<file path="config.mk">
export PLATFORM = sky130hd
export DESIGN_NAME = cmcc_top
export DESIGN_NICKNAME = d
export VERILOG_FILES = /design/src/verilog/cmcc_pkg.sv /design/src/verilog/cmcc_crc_if.sv /design/src/verilog/cmcc_top.sv /design/src/verilog/cmcc_crc32.sv /design/src/verilog/cmcc_div.sv
export SDC_FILE = /design/constraint.sdc
export NUM_CORES = 2
export LEC_CHECK = 0
export BUFFER_PORTS_ARGS = -buffer_cell sky130_fd_sc_hd__buf_2
export CAP_MARGIN = 10
export CELL_PAD_IN_SITES_DETAIL_PLACEMENT = 2
export CELL_PAD_IN_SITES_GLOBAL_PLACEMENT = 2
export CORE_MARGIN = 5
export CORE_UTILIZATION = 47
export CTS_CLUSTER_DIAMETER = 80
export DETAILED_ROUTE_END_ITERATION = 8
export PLACE_DENSITY_LB_ADDON = 0.1
export SYNTH_ARGS = -nofsm -noshare
export SYNTH_HDL_FRONTEND = slang
export SYNTH_HIERARCHICAL = 1
export SYNTH_SLANG_ARGS = --single-unit
export TNS_END_PERCENT = 20
</file>
<file path="constraint.sdc">
create_clock -name ref_clk -period 8.05 [get_ports ref_clk]
set_clock_uncertainty 0.1 [all_clocks]
set_input_delay 1.2075 -clock ref_clk [delete_from_list [all_inputs] [get_ports ref_clk]]
set_output_delay 1.2075 -clock ref_clk [all_outputs]
set_load 0.02 [all_outputs]
</file>
<file path="src/verilog/cmcc_pkg.sv">
`default_nettype none
package cmcc_pkg;
	// ==================================================
	// sizes
	localparam int CELL_WORDS = 64;
	localparam int CELL_AW = 6;
	localparam int DIV_EXP_W = 4;
	localparam int DIV_CNT_W = 8;
	localparam int IR_W = 10;
	// ==================================================
	// check clock rates
	localparam int CHECK_MAX_HZ = 80_000_000;
	localparam int CHECK_MIN_HZ = 312_500;
	localparam int REF_CLK_HZ = 20_000_000;
	localparam logic [3:0] DIV_EXP_MAX = 4'h8;
	// ==================================================
	// instruction and crc constants
	localparam logic [9:0] LOAD_REF_CODE = 10'h015;
	localparam logic [31:0] CRC32_POLY = 32'h04c11db7;
	localparam logic [31:0] CRC32_INIT = 32'hffffffff;
	localparam logic [15:0] CRC16_POLY = 16'h8005;
	localparam logic [15:0] CRC16_INIT = 16'hffff;
	// ==================================================
	// reset values
	localparam logic [31:0] SIGNATURE_RST = 32'h00000000;
	localparam logic [31:0] STORAGE_RST = 32'h00000000;
	// ==================================================
	// checker phases
	typedef enum logic [1:0] {
		CMCC_CONFIG = 2'b00,
		CMCC_SCAN = 2'b01,
		CMCC_FINISH = 2'b10,
		CMCC_HALT = 2'b11
	} cmcc_phase_e;

	// msb-first crc32 step over one word
	function automatic logic [31:0] crc32_word(input logic [31:0] c,
		input logic [31:0] d);
		logic [31:0] r;
		r = c;
		for (int i = 31; i >= 0; i--) begin
			r = (r[31] ^ d[i]) ? ((r << 1) ^ CRC32_POLY) : (r << 1);
		end
		return r;
	endfunction

	// msb-first crc16 step over one word
	function automatic logic [15:0] crc16_word(input logic [15:0] c,
		input logic [31:0] d);
		logic [15:0] r;
		r = c;
		for (int i = 31; i >= 0; i--) begin
			r = (r[15] ^ d[i]) ? ((r << 1) ^ CRC16_POLY) : (r << 1);
		end
		return r;
	endfunction
endpackage
`default_nettype wire

</file>
<file path="src/verilog/cmcc_crc_if.sv">
`timescale 1ns/1ps
`default_nettype none
// ==================================================
// controller to crc32 engine
interface cmcc_crc_if;
	logic clr;
	logic en;
	logic [31:0] data;
	logic [31:0] crc;
	modport ctl (output clr, output en, output data, input crc);
	modport eng (input clr, input en, input data, output crc);
endinterface
`default_nettype wire

</file>
<file path="src/verilog/cmcc_top.sv">
`timescale 1ns/1ps
`default_nettype none
// ==================================================
// configuration memory crc checker
module cmcc_top (
	input wire logic ref_clk,
	input wire logic arst_n,
	// configuration side, same clock
	input wire logic check_enable,
	input wire logic [cmcc_pkg::DIV_EXP_W-1:0] div_exp,
	input wire logic config_done,
	input wire logic cfg_word_valid,
	input wire logic [31:0] cfg_word,
	input wire logic cfg_frame_end,
	input wire logic [15:0] cfg_frame_crc,
	input wire logic cfg_ref_valid,
	input wire logic [31:0] cfg_ref_crc,
	// soft error model, same clock
	input wire logic upset_valid,
	input wire logic [cmcc_pkg::CELL_AW-1:0] upset_addr,
	input wire logic [4:0] upset_bit,
	// boundary scan pins, foreign domain
	input wire logic tck,
	input wire logic tdi,
	input wire logic shift_dr,
	input wire logic [cmcc_pkg::IR_W-1:0] instr,
	output logic tdo,
	// status
	output logic crc_error,
	output logic config_status_n,
	output logic user_mode,
	output logic [31:0] crc_result_signature
);
	import cmcc_pkg::*;

	// ==================================================
	// declarations
	logic [31:0] configuration_cell_memory [CELL_WORDS];
	logic [CELL_AW-1:0] cfg_addr;
	logic [CELL_AW-1:0] scan_addr;
	logic [15:0] frame_crc;
	logic [31:0] crc_reference_storage;
	logic [DIV_EXP_W-1:0] exp_held;
	logic tick;
	cmcc_phase_e phase;
	cmcc_phase_e next_phase;
	logic [12:0] pin_s1;
	logic [12:0] pin_s2;
	logic [12:0] pin_s3;
	logic [12:0] pin_q;
	logic [12:0] next_pin_q;
	logic tck_q;
	logic tck_rise;
	logic load_ref_active;
	logic [31:0] next_signature;

	cmcc_crc_if crc_bus ();

	// ==================================================
	// check clock enable
	cmcc_div u_div (
		.ref_clk(ref_clk),
		.arst_n(arst_n),
		.run(user_mode),
		.exp_n(exp_held),
		.tick(tick)
	);

	// ==================================================
	// compute engine
	cmcc_crc32 u_crc (
		.ref_clk(ref_clk),
		.arst_n(arst_n),
		.bus(crc_bus)
	);

	// ==================================================
	// phase sequencing
	// next phase from current phase and check tick
	always_comb begin
		next_phase = phase;
		unique case (phase)
			CMCC_CONFIG: begin
				if (config_done) begin
					next_phase = check_enable ? CMCC_SCAN : CMCC_HALT;
				end
			end
			CMCC_SCAN: begin
				if (tick && scan_addr == CELL_AW'(CELL_WORDS - 1)) begin
					next_phase = CMCC_FINISH;
				end
			end
			CMCC_FINISH: begin
				if (tick) begin
					next_phase = CMCC_SCAN;
				end
			end
			CMCC_HALT: begin
				next_phase = CMCC_HALT;
			end
		endcase
	end

	// phase register, only reset leaves the loop
	always_ff @(posedge ref_clk or negedge arst_n) begin
		if (!arst_n) begin
			phase <= CMCC_CONFIG;
		end else begin
			phase <= next_phase;
		end
	end

	// user mode flag from phase
	always_ff @(posedge ref_clk or negedge arst_n) begin
		if (!arst_n) begin
			user_mode <= 1'b0;
		end else begin
			user_mode <= (next_phase == CMCC_SCAN) ||
				(next_phase == CMCC_FINISH);
		end
	end

	// divisor exponent caught on user mode entry
	always_ff @(posedge ref_clk or negedge arst_n) begin
		if (!arst_n) begin
			exp_held <= '0;
		end else if (phase == CMCC_CONFIG && config_done) begin
			if (div_exp > DIV_EXP_MAX) begin
				exp_held <= DIV_EXP_MAX;
			end else begin
				exp_held <= div_exp;
			end
		end
	end

	// ==================================================
	// configuration load and frame checking
	// frame words fill the cell memory in order
	always_ff @(posedge ref_clk or negedge arst_n) begin
		if (!arst_n) begin
			cfg_addr <= '0;
		end else if (phase == CMCC_CONFIG && cfg_word_valid) begin
			cfg_addr <= cfg_addr + 6'h01;
		end
	end

	// memory writes, plus modelled cell upsets
	always_ff @(posedge ref_clk) begin
		if (phase == CMCC_CONFIG && cfg_word_valid) begin
			configuration_cell_memory[cfg_addr] <= cfg_word;
		end else if (upset_valid) begin
			configuration_cell_memory[upset_addr][upset_bit] <=
				~configuration_cell_memory[upset_addr][upset_bit];
		end
	end

	// frame crc16 runs while words shift in
	always_ff @(posedge ref_clk or negedge arst_n) begin
		if (!arst_n) begin
			frame_crc <= CRC16_INIT;
		end else if (phase != CMCC_CONFIG) begin
			frame_crc <= CRC16_INIT;
		end else if (cfg_frame_end) begin
			frame_crc <= CRC16_INIT;
		end else if (cfg_word_valid) begin
			frame_crc <= crc16_word(frame_crc, cfg_word);
		end
	end

	// mismatching frame pulls status low until reset
	always_ff @(posedge ref_clk or negedge arst_n) begin
		if (!arst_n) begin
			config_status_n <= 1'b1;
		end else if (phase == CMCC_CONFIG && cfg_frame_end &&
			cfg_frame_crc != frame_crc) begin
			config_status_n <= 1'b0;
		end
	end

	// ==================================================
	// boundary scan pin synchroniser
	// three stages, first read only by second
	always_ff @(posedge ref_clk or negedge arst_n) begin
		if (!arst_n) begin
			pin_s1 <= '0;
			pin_s2 <= '0;
			pin_s3 <= '0;
		end else begin
			pin_s1 <= {tck, tdi, shift_dr, instr};
			pin_s2 <= pin_s1;
			pin_s3 <= pin_s2;
		end
	end

	// a bit changes once stages two and three agree
	always_comb begin
		for (int i = 0; i < 13; i++) begin
			next_pin_q[i] = (pin_s2[i] == pin_s3[i]) ? pin_s3[i] : pin_q[i];
		end
	end

	// filtered pin levels and tck history
	always_ff @(posedge ref_clk or negedge arst_n) begin
		if (!arst_n) begin
			pin_q <= '0;
			tck_q <= 1'b0;
		end else begin
			pin_q <= next_pin_q;
			tck_q <= pin_q[12];
		end
	end

	assign tck_rise = pin_q[12] && !tck_q;
	// chain only live with the code loaded in user mode
	assign load_ref_active = user_mode && pin_q[10] &&
		pin_q[IR_W-1:0] == LOAD_REF_CODE;

	// ==================================================
	// reference storage register
	// loaded at config end, shifted by the tester
	always_ff @(posedge ref_clk or negedge arst_n) begin
		if (!arst_n) begin
			crc_reference_storage <= STORAGE_RST;
		end else if (phase == CMCC_CONFIG && cfg_ref_valid) begin
			crc_reference_storage <= cfg_ref_crc;
		end else if (load_ref_active && tck_rise) begin
			crc_reference_storage <= {pin_q[11],
				crc_reference_storage[31:1]};
		end
	end

	// serial out follows the chain's low bit
	always_ff @(posedge ref_clk or negedge arst_n) begin
		if (!arst_n) begin
			tdo <= 1'b0;
		end else begin
			tdo <= crc_reference_storage[0];
		end
	end

	// ==================================================
	// user mode scan of the whole memory
	// one word per check tick, wrapping forever
	always_ff @(posedge ref_clk or negedge arst_n) begin
		if (!arst_n) begin
			scan_addr <= '0;
		end else if (phase == CMCC_SCAN && tick) begin
			scan_addr <= scan_addr + 6'h01;
		end
	end

	// engine drive; scanning goes on during shifts
	assign crc_bus.en = (phase == CMCC_SCAN) && tick;
	assign crc_bus.data = configuration_cell_memory[scan_addr];
	assign crc_bus.clr = (phase == CMCC_FINISH) && tick;

	// ==================================================
	// signature and error flag
	// compare against stored reference, zero is clean
	assign next_signature = ~crc_bus.crc ^ crc_reference_storage;

	// signature holds the last whole pass only
	always_ff @(posedge ref_clk or negedge arst_n) begin
		if (!arst_n) begin
			crc_result_signature <= SIGNATURE_RST;
		end else if (phase == CMCC_FINISH && tick) begin
			crc_result_signature <= next_signature;
		end
	end

	// flag updates at pass end, no history kept
	always_ff @(posedge ref_clk or negedge arst_n) begin
		if (!arst_n) begin
			crc_error <= 1'b0;
		end else if (phase == CMCC_FINISH && tick) begin
			crc_error <= |next_signature;
		end
	end
endmodule
`default_nettype wire

</file>
<file path="src/verilog/cmcc_crc32.sv">
`timescale 1ns/1ps
`default_nettype none
// ==================================================
// running crc32 accumulator
module cmcc_crc32 (
	input wire logic ref_clk,
	input wire logic arst_n,
	cmcc_crc_if.eng bus
);
	import cmcc_pkg::*;

	// clear restarts, enable folds one word
	always_ff @(posedge ref_clk or negedge arst_n) begin
		if (!arst_n) begin
			bus.crc <= CRC32_INIT;
		end else if (bus.clr) begin
			bus.crc <= CRC32_INIT;
		end else if (bus.en) begin
			bus.crc <= crc32_word(bus.crc, bus.data);
		end
	end
endmodule
`default_nettype wire

</file>
<file path="src/verilog/cmcc_div.sv">
`timescale 1ns/1ps
`default_nettype none
// ==================================================
// power-of-two tick divider
module cmcc_div (
	input wire logic ref_clk,
	input wire logic arst_n,
	input wire logic run,
	input wire logic [cmcc_pkg::DIV_EXP_W-1:0] exp_n,
	output logic tick
);
	import cmcc_pkg::*;

	logic [DIV_CNT_W-1:0] cnt;
	logic [DIV_CNT_W-1:0] mask;

	// terminal count is 2^n - 1
	assign mask = DIV_CNT_W'((9'h001 << exp_n) - 9'h001);

	// one pulse every 2^n cycles while running
	always_ff @(posedge ref_clk or negedge arst_n) begin
		if (!arst_n) begin
			cnt <= '0;
			tick <= 1'b0;
		end else if (!run) begin
			cnt <= '0;
			tick <= 1'b0;
		end else if (cnt == mask) begin
			cnt <= '0;
			tick <= 1'b1;
		end else begin
			cnt <= cnt + 8'h01;
			tick <= 1'b0;
		end
	end
endmodule
`default_nettype wire

</file>
# Yosys cells after proc, flatten, opt, wreduce, memory -nomap -nowiden
# Memories as Yosys holds them, arrays and structs flattened.
# Index checks and enable logic that the tools add are counted.
[totals] mem_count=1 register_bits=196 ram_bits=2048
[op_classes] reduce_logical=22 muxes=93 n_addsub=4 n_eq_ne=22 bitwise=131 magnitude_cmp=3 shifts=1
[mem_list] name="configuration_cell_memory" depth=64 width=32 rd=2 rd_ports_with_merged_regs=0 wr=1 line="cmcc_top.sv:38" source="logic [31:0] configuration_cell_memory [CELL_WORDS];"
[op_table] cell="two-way mux 27 bit" count=32
[op_table] cell="two-way mux 16 bit" count=35
[op_table] cell="NOT 14 bit" count=32
[op_table] cell="two-way mux 32 bit" count=7
[op_table] cell="NOT 3 bit" count=32
[op_table] cell="OR reduction 32 bit" count=2
[op_table] cell="bitwise XOR 1 bit" count=64
[op_table] cell="NOT 32 bit" count=1
[op_table] cell="bitwise XOR 32 bit" count=1
[op_table] cell="two-way mux 8 bit" count=2
[op_table] cell="inequality test 16 bit" count=1
[op_table] cell="== test 1 bit" count=13
[op_table] cell="logical AND 1 bit" count=13
[op_table] cell="adder 6 x 1 -> 6 bit, second input constant" count=2
[op_table] cell="== test 10 x 5 -> 1 bit, second input constant" count=1
[op_table] cell="adder 8 x 1 -> 8 bit, second input constant" count=1
[op_table] cell="== test 8 bit" count=1
[op_table] cell="two-way mux 1 bit" count=8
[op_table] cell="two-way mux 2 bit" count=4
[op_table] cell="one-hot mux 2 bit (4 select lines)" count=1
[op_table] cell="<< shifter 1 x 4 -> 8 bit, first input constant" count=1
[op_table] cell="subtractor 8 x 1 -> 8 bit, second input constant" count=1
[op_table] cell="== test 2 bit, second input constant" count=3
[op_table] cell="== test 6 bit, second input constant" count=1
[op_table] cell="other kinds (14)" count=17

# Depth between registers and ports, before layout
[logic_depth] depth_word=67 ltp_mapped=17

# Modules after synthesis
# Netlist, hierarchy kept.
[by_module_without_submodules] mod="cmcc_top" cells_each=7589 instances=1 area_each_um2=111748.4 seq_area_each_um2=65399.0
[by_module_without_submodules] mod="cmcc_crc32" cells_each=397 instances=1 area_each_um2=4678.2 seq_area_each_um2=840.8
[by_module_without_submodules] mod="cmcc_div" cells_each=69 instances=1 area_each_um2=660.6 seq_area_each_um2=225.2

# Worst setup path before layout
# OpenSTA, ideal clock, no wires.
[synth_timing] kind="input port to flip-flop" start="in upset_addr[2] (netlist bit)" end="mem configuration_cell_memory[0][0], data pin" setup_slack_ns=0.926 stages=13 required_ns=7.248 arrival_time_ns=6.322 path_cell_list="buf_2 -> buf_4 -> buf_4 -> buf_2 -> buf_1 -> mux2_2 -> a311oi_1 -> nand4_1 -> nand4_1 -> nand3_1 -> nor4_2 -> nand4_2 -> o21ai_0"
[synth_via] elab_chain_len=5
[synth_lines] item="start: declaration" line="cmcc_top.sv:20" source="input wire logic [cmcc_pkg::CELL_AW-1:0] upset_addr,"
[synth_lines] item="memory read (64 x 32 bit)"
[synth_lines] item="binary-select mux 1 bit (select 5 bit)" line="cmcc_top.sv:153" source="~configuration_cell_memory[upset_addr][upset_bit];"
[synth_lines] item="two-way mux 1 bit (not written as such)" line="cmcc_top.sv:153"
[synth_lines] item="NOT 1 bit" line="cmcc_top.sv:153"
[synth_lines] item="two-way mux 32 bit (no line)"
[synth_lines] item="end: declaration" line="cmcc_top.sv:38"
# No other way between the ends. The select of a mux whose other input is x is not followed.

# Final worst setup path
[layout_timing] start="reg scan_addr[0]" end="reg u_crc.bus.crc[8]"
[layout_via] word_cells_on_any_way=93
[layout_rtl] item="start: declaration" line="cmcc_top.sv:40" source="logic [CELL_AW-1:0] scan_addr;"
[layout_rtl] item="start signal: assignment" line="cmcc_top.sv:248" source="scan_addr <= scan_addr + 6'h01;"
[layout_rtl] item="memory read (64 x 32 bit) (*)"
[layout_rtl] item="named net crc_bus.data[28]" line="cmcc_crc_if.sv:8" source="logic [31:0] data;"
[layout_rtl] item="bitwise XOR 1 bit (*)" line="cmcc_pkg.sv:42" source="r = (r[31] ^ d[i]) ? ((r << 1) ^ CRC32_POLY) : (r << 1);"
[layout_rtl] item="two-way mux 27 bit (*)" line="cmcc_pkg.sv:42"
[layout_rtl] item="two-way mux 27 bit / NOT 14 bit (equally long branches) (3 in a row)"
[layout_rtl] item="NOT 14 bit (no line) / two-way mux 27 bit (equally long branches)"
[layout_rtl] item="two-way mux 27 bit" line="cmcc_pkg.sv:42"
[layout_rtl] item="two-way mux 27 bit / NOT 14 bit (equally long branches) (4 in a row)"
[layout_rtl] item="[... 19 more ...]"
[layout_rtl] item="two-way mux 27 bit / NOT 14 bit (equally long branches)"
[layout_rtl] item="two-way mux 27 bit" line="cmcc_pkg.sv:42"
[layout_rtl] item="NOT 14 bit (no line) / bitwise XOR 1 bit (equally long branches)"
[layout_rtl] item="two-way mux 27 bit" line="cmcc_pkg.sv:42"
[layout_rtl] item="NOT 14 bit (no line) / bitwise XOR 1 bit (equally long branches)"
[layout_rtl] item="two-way mux 27 bit (*)" line="cmcc_pkg.sv:42"
[layout_rtl] item="two-way mux 32 bit (*)" line="cmcc_crc32.sv:18" source="end else if (bus.en) begin"
[layout_rtl] item="two-way mux 32 bit (*)" line="cmcc_crc32.sv:16" source="end else if (bus.clr) begin"
[layout_rtl] item="end signal: assignment" line="cmcc_crc32.sv:19" source="bus.crc <= crc32_word(bus.crc, bus.data);"
[layout_rtl] item="end: declaration" line="cmcc_crc_if.sv:11" source="modport eng (input clr, input en, input data, output crc);"
# Mark *: on every way through the listed nets, which the timed path passes. The rest lies on a longest branch. The select of a mux whose other input is x is not followed.
# A chain may end at the register's enable or synchronous reset.

==> flow_summary.ini <==
[finish]
nNetsFinal = 8140
mostFrequentLayoutCell = nor2_1
drive_gt1_frac = 0.277
layout_common_cells = nor2_1 (2122), edfxtp_1 (2048), mux4_2 (1117), buf_4 (301), clkbuf_16 (280)
area_growth_pct = 12.3
finalNonFillerCells = 11595

[die]
fp-row-count = 183
die_y_um = 509
io_pins = 152
initial_core_util = 0.472
die_w_um = 509
core_mm2 = 0.248
die-area_mm2 = 0.259

[sta]
slew_headroom = 0.0898
setup_slack_ps = 912
post-route-period-util = 0.887
hold_violations = 0
fmax_mhz = 140
tns_ps = 0
setup_violations = 0
worst_pin_slew_ps = 1360
period_minus_slack_ps = 7140
drv_slew = 0
rsz0062_at_grt = no

[cts]
clkLatencyLatePin_ps = 890
clkSinkCount = 2244
cts_setup_buffers = 0
numCtsBuffers = 268
clk_path_buf_depth = 4
root_buffer = clkbuf_16
path_clk_slew_ps = 60
postCtsResizedCells = 0
holdBufCountCts = 0
htreeDepth = 5
cts_tree = yes

[synth]
synth-edff-count = 2048
synth_seq_cells = 2244
ys_warn_count = 6
seq_area_frac_synth = 0.568
syn-cell-area_mm2 = 0.117
syn_area_per_cell_um2 = 14.5
netlist_instances = 8055
async_reset_ff_frac = 0.0873
yosys.cell_types.count = 101
ys.flop_type = edfxtp_1
syn_nets = 8175

[grt]
grt-ovfl-total = 0
grt_usage = 0.408
grt_max_degree = 126
antenna_found_initial = 62
grt_pass1_wl_mm = 726
first_global_vias = 85971

[power_and_ir_drop]
cellPowerDensity_mw_per_mm2 = 558
internal_power_uw = 42100
power_frac_seq = 0.193
netSwitchingFraction = 0.427
comb_power_share = 0.641
peakVddDrop_uv = 2930
switchingPower_uw = 31300
leakagePower_uw = 0.0412
clkPwrFrac = 0.166

[flow_run]
maxCapViolCount = 0

[route]
drtPass1Iterations = 6
route.vias.total = 83706
routed_wl_mm = 532
post_drt_via_cell_ratio = 7.22
wl_per_cell_um = 45.9
drc = 0
ant_nets = 0
initialDrtViolationCount = 14100

[worst_setup_path]
worstPathRequired_ps = 8700
max_stage_delay_ps = 770
cp-end-kind = flip-flop
crit_chain = buf_12 -> mux4_2 -> mux4_2 -> mux4_2 -> xor2_2 -> xnor3_1 -> xor2_1 -> xnor2_1 -> xnor2_1 -> xnor2_2 -> xnor3_1 -> nor3b_1 -> a211oi_1
critPathKind = flip-flop to flip-flop
r2r_slack_ps = 910
cp_slowest_cell = dfrtp_4
worstSetupStartpointType = flip-flop
arrival_ps = 7790
rr_endpoint = u_crc/bus.crc[8]
reg2reg_from = scan_addr[0]
path_max_fanout = 50
crit_top_cell = mux4_2
ff2ff_path_depth = 13

[placement]
gp_congestion = 0.913
dp_cells = 11078
port_buffers = 151
place.detailed.hpwl_mm = 328
pre_cts_slack_ps = 1040

[status]
status = finished clean

[worst_hold_path]
hold_path_class = primary input to async pin
==> routing by layer <==
layer  global-route usage  share of wire  vias to the layer above
met5                    0        0.00034                        -
met4                0.271          0.079                       26
met3                0.133           0.13                     1784
met2                0.610           0.45                     6795
met1                0.511           0.34                    44425
li1                     -              -                    30676
==> logic make-up after synthesis <==
logic type	synth area share
muxes	0.238
AOI/OAI and AO/OA	0.0302
and+or+nand+nor	0.0920
DFF	0.568
xor gates and xnor gates	0.0391
buffers and inverters	0.0311
adders and majority gates	0.00154
==> final cells by class <==
type	count	area, µm²
inverter	13	48.8
antenna	53	133
clock buffer	346	7310
multi-input combinational	5001	48300
sequential	2244	66500
clock inverter	116	1150
fill	22355	117000
tap	3330	4170
timing repair buffer	492	3870
==> synthesized netlist by cell type (all sizes together) (17+ instances only) <==
cell type / instances / area share
a22oi: 106 / 0.0068
buf: 207 / 0.011
dfstp: 49 / 0.011
nor3: 50 / 0.0022
a221oi: 19 / 0.0015
clkbuf: 587 / 0.019
xor2: 116 / 0.0091
nand2: 261 / 0.0084
xnor2: 258 / 0.022
o22ai: 20 / 0.0011
a211oi: 34 / 0.0023
xnor3: 36 / 0.0072
dfrtp: 147 / 0.031
nor2: 2130 / 0.068
nor2b: 30 / 0.0016
mux2: 19 / 0.0018
nand4: 35 / 0.0019
nand3: 60 / 0.0026
a31oi: 17 / 0.00091
and2: 17 / 0.00093
mux4: 1132 / 0.22
o21ai: 128 / 0.0064
nand2b: 20 / 0.0011
nor4: 20 / 0.0012
mux2i: 215 / 0.018
edfxtp: 2048 / 0.53
a21oi: 102 / 0.0044
==> worst max-delay path by stage <==
stage | startpoint | endpoint | slack [ps] | cells after the start
2_1_floorplan | upset_addr[2] | configuration_cell_memory[0][0] | 930 | 13
3_3_place_gp | upset_addr[0] | configuration_cell_memory[48][15] | 1260 | 15
3_5_place_dp | scan_addr[0] | u_crc/bus.crc[8] | 1040 | 14
4_1_cts | scan_addr[0] | u_crc/bus.crc[8] | 970 | 14
5_1_grt | scan_addr[0] | u_crc/bus.crc[8] | 780 | 14
6_report | scan_addr[0] | u_crc/bus.crc[8] | 910 | 13
==> critical path: cells and delay by family (launching register included) <==
family / cells / cell delay (ps)
flip-flops: 1 / 770
AND/OR/NAND/NOR: 1 / 290
multiplexers: 3 / 1810
XOR/XNOR: 7 / 3380
buffers and inverters: 1 / 430
AO/OA/AOI/OAI: 1 / 90
==> per-stage QoR <==
stage | total power [µW] | cell area, µm² | hold slack [ps] | util
6_report | 73400 | 131000 | 244 | 0.530
5_1_grt | 74000 | 131000 | 253 | 0.529
4_1_cts | 73100 | 131000 | 247 | 0.529
3_5_place_dp | 60900 | 123000 | 236 | 0.495
3_3_place_gp | 60300 | 123000 | 234 | 0.495
2_1_floorplan | 55400 | 117000 | 231 | -
==> power by group through the flow <==
stage	Clock, µW	Sequential (µW)	Combinational [µW]
final	12200	14100	47000
after global placement	0	14300	46000
after detailed placement	0	14400	46500
after global routing	12700	14100	47200
after floorplan	0	14000	41300
after CTS	12200	14100	46700
==> state kept, by name, summed over array words and instances, names as in the netlist, 8 cells and up <==
register / cells
configuration_cell_memory: 2048
crc_reference_storage: 32
crc_result_signature: 32
frame_crc: 16
pin_q: 13
pin_s1: 13
pin_s2: 13
pin_s3: 13
u_crc/bus.crc: 32
u_div/cnt: 8
No activity file was read; power rests on OpenSTA's default activity.
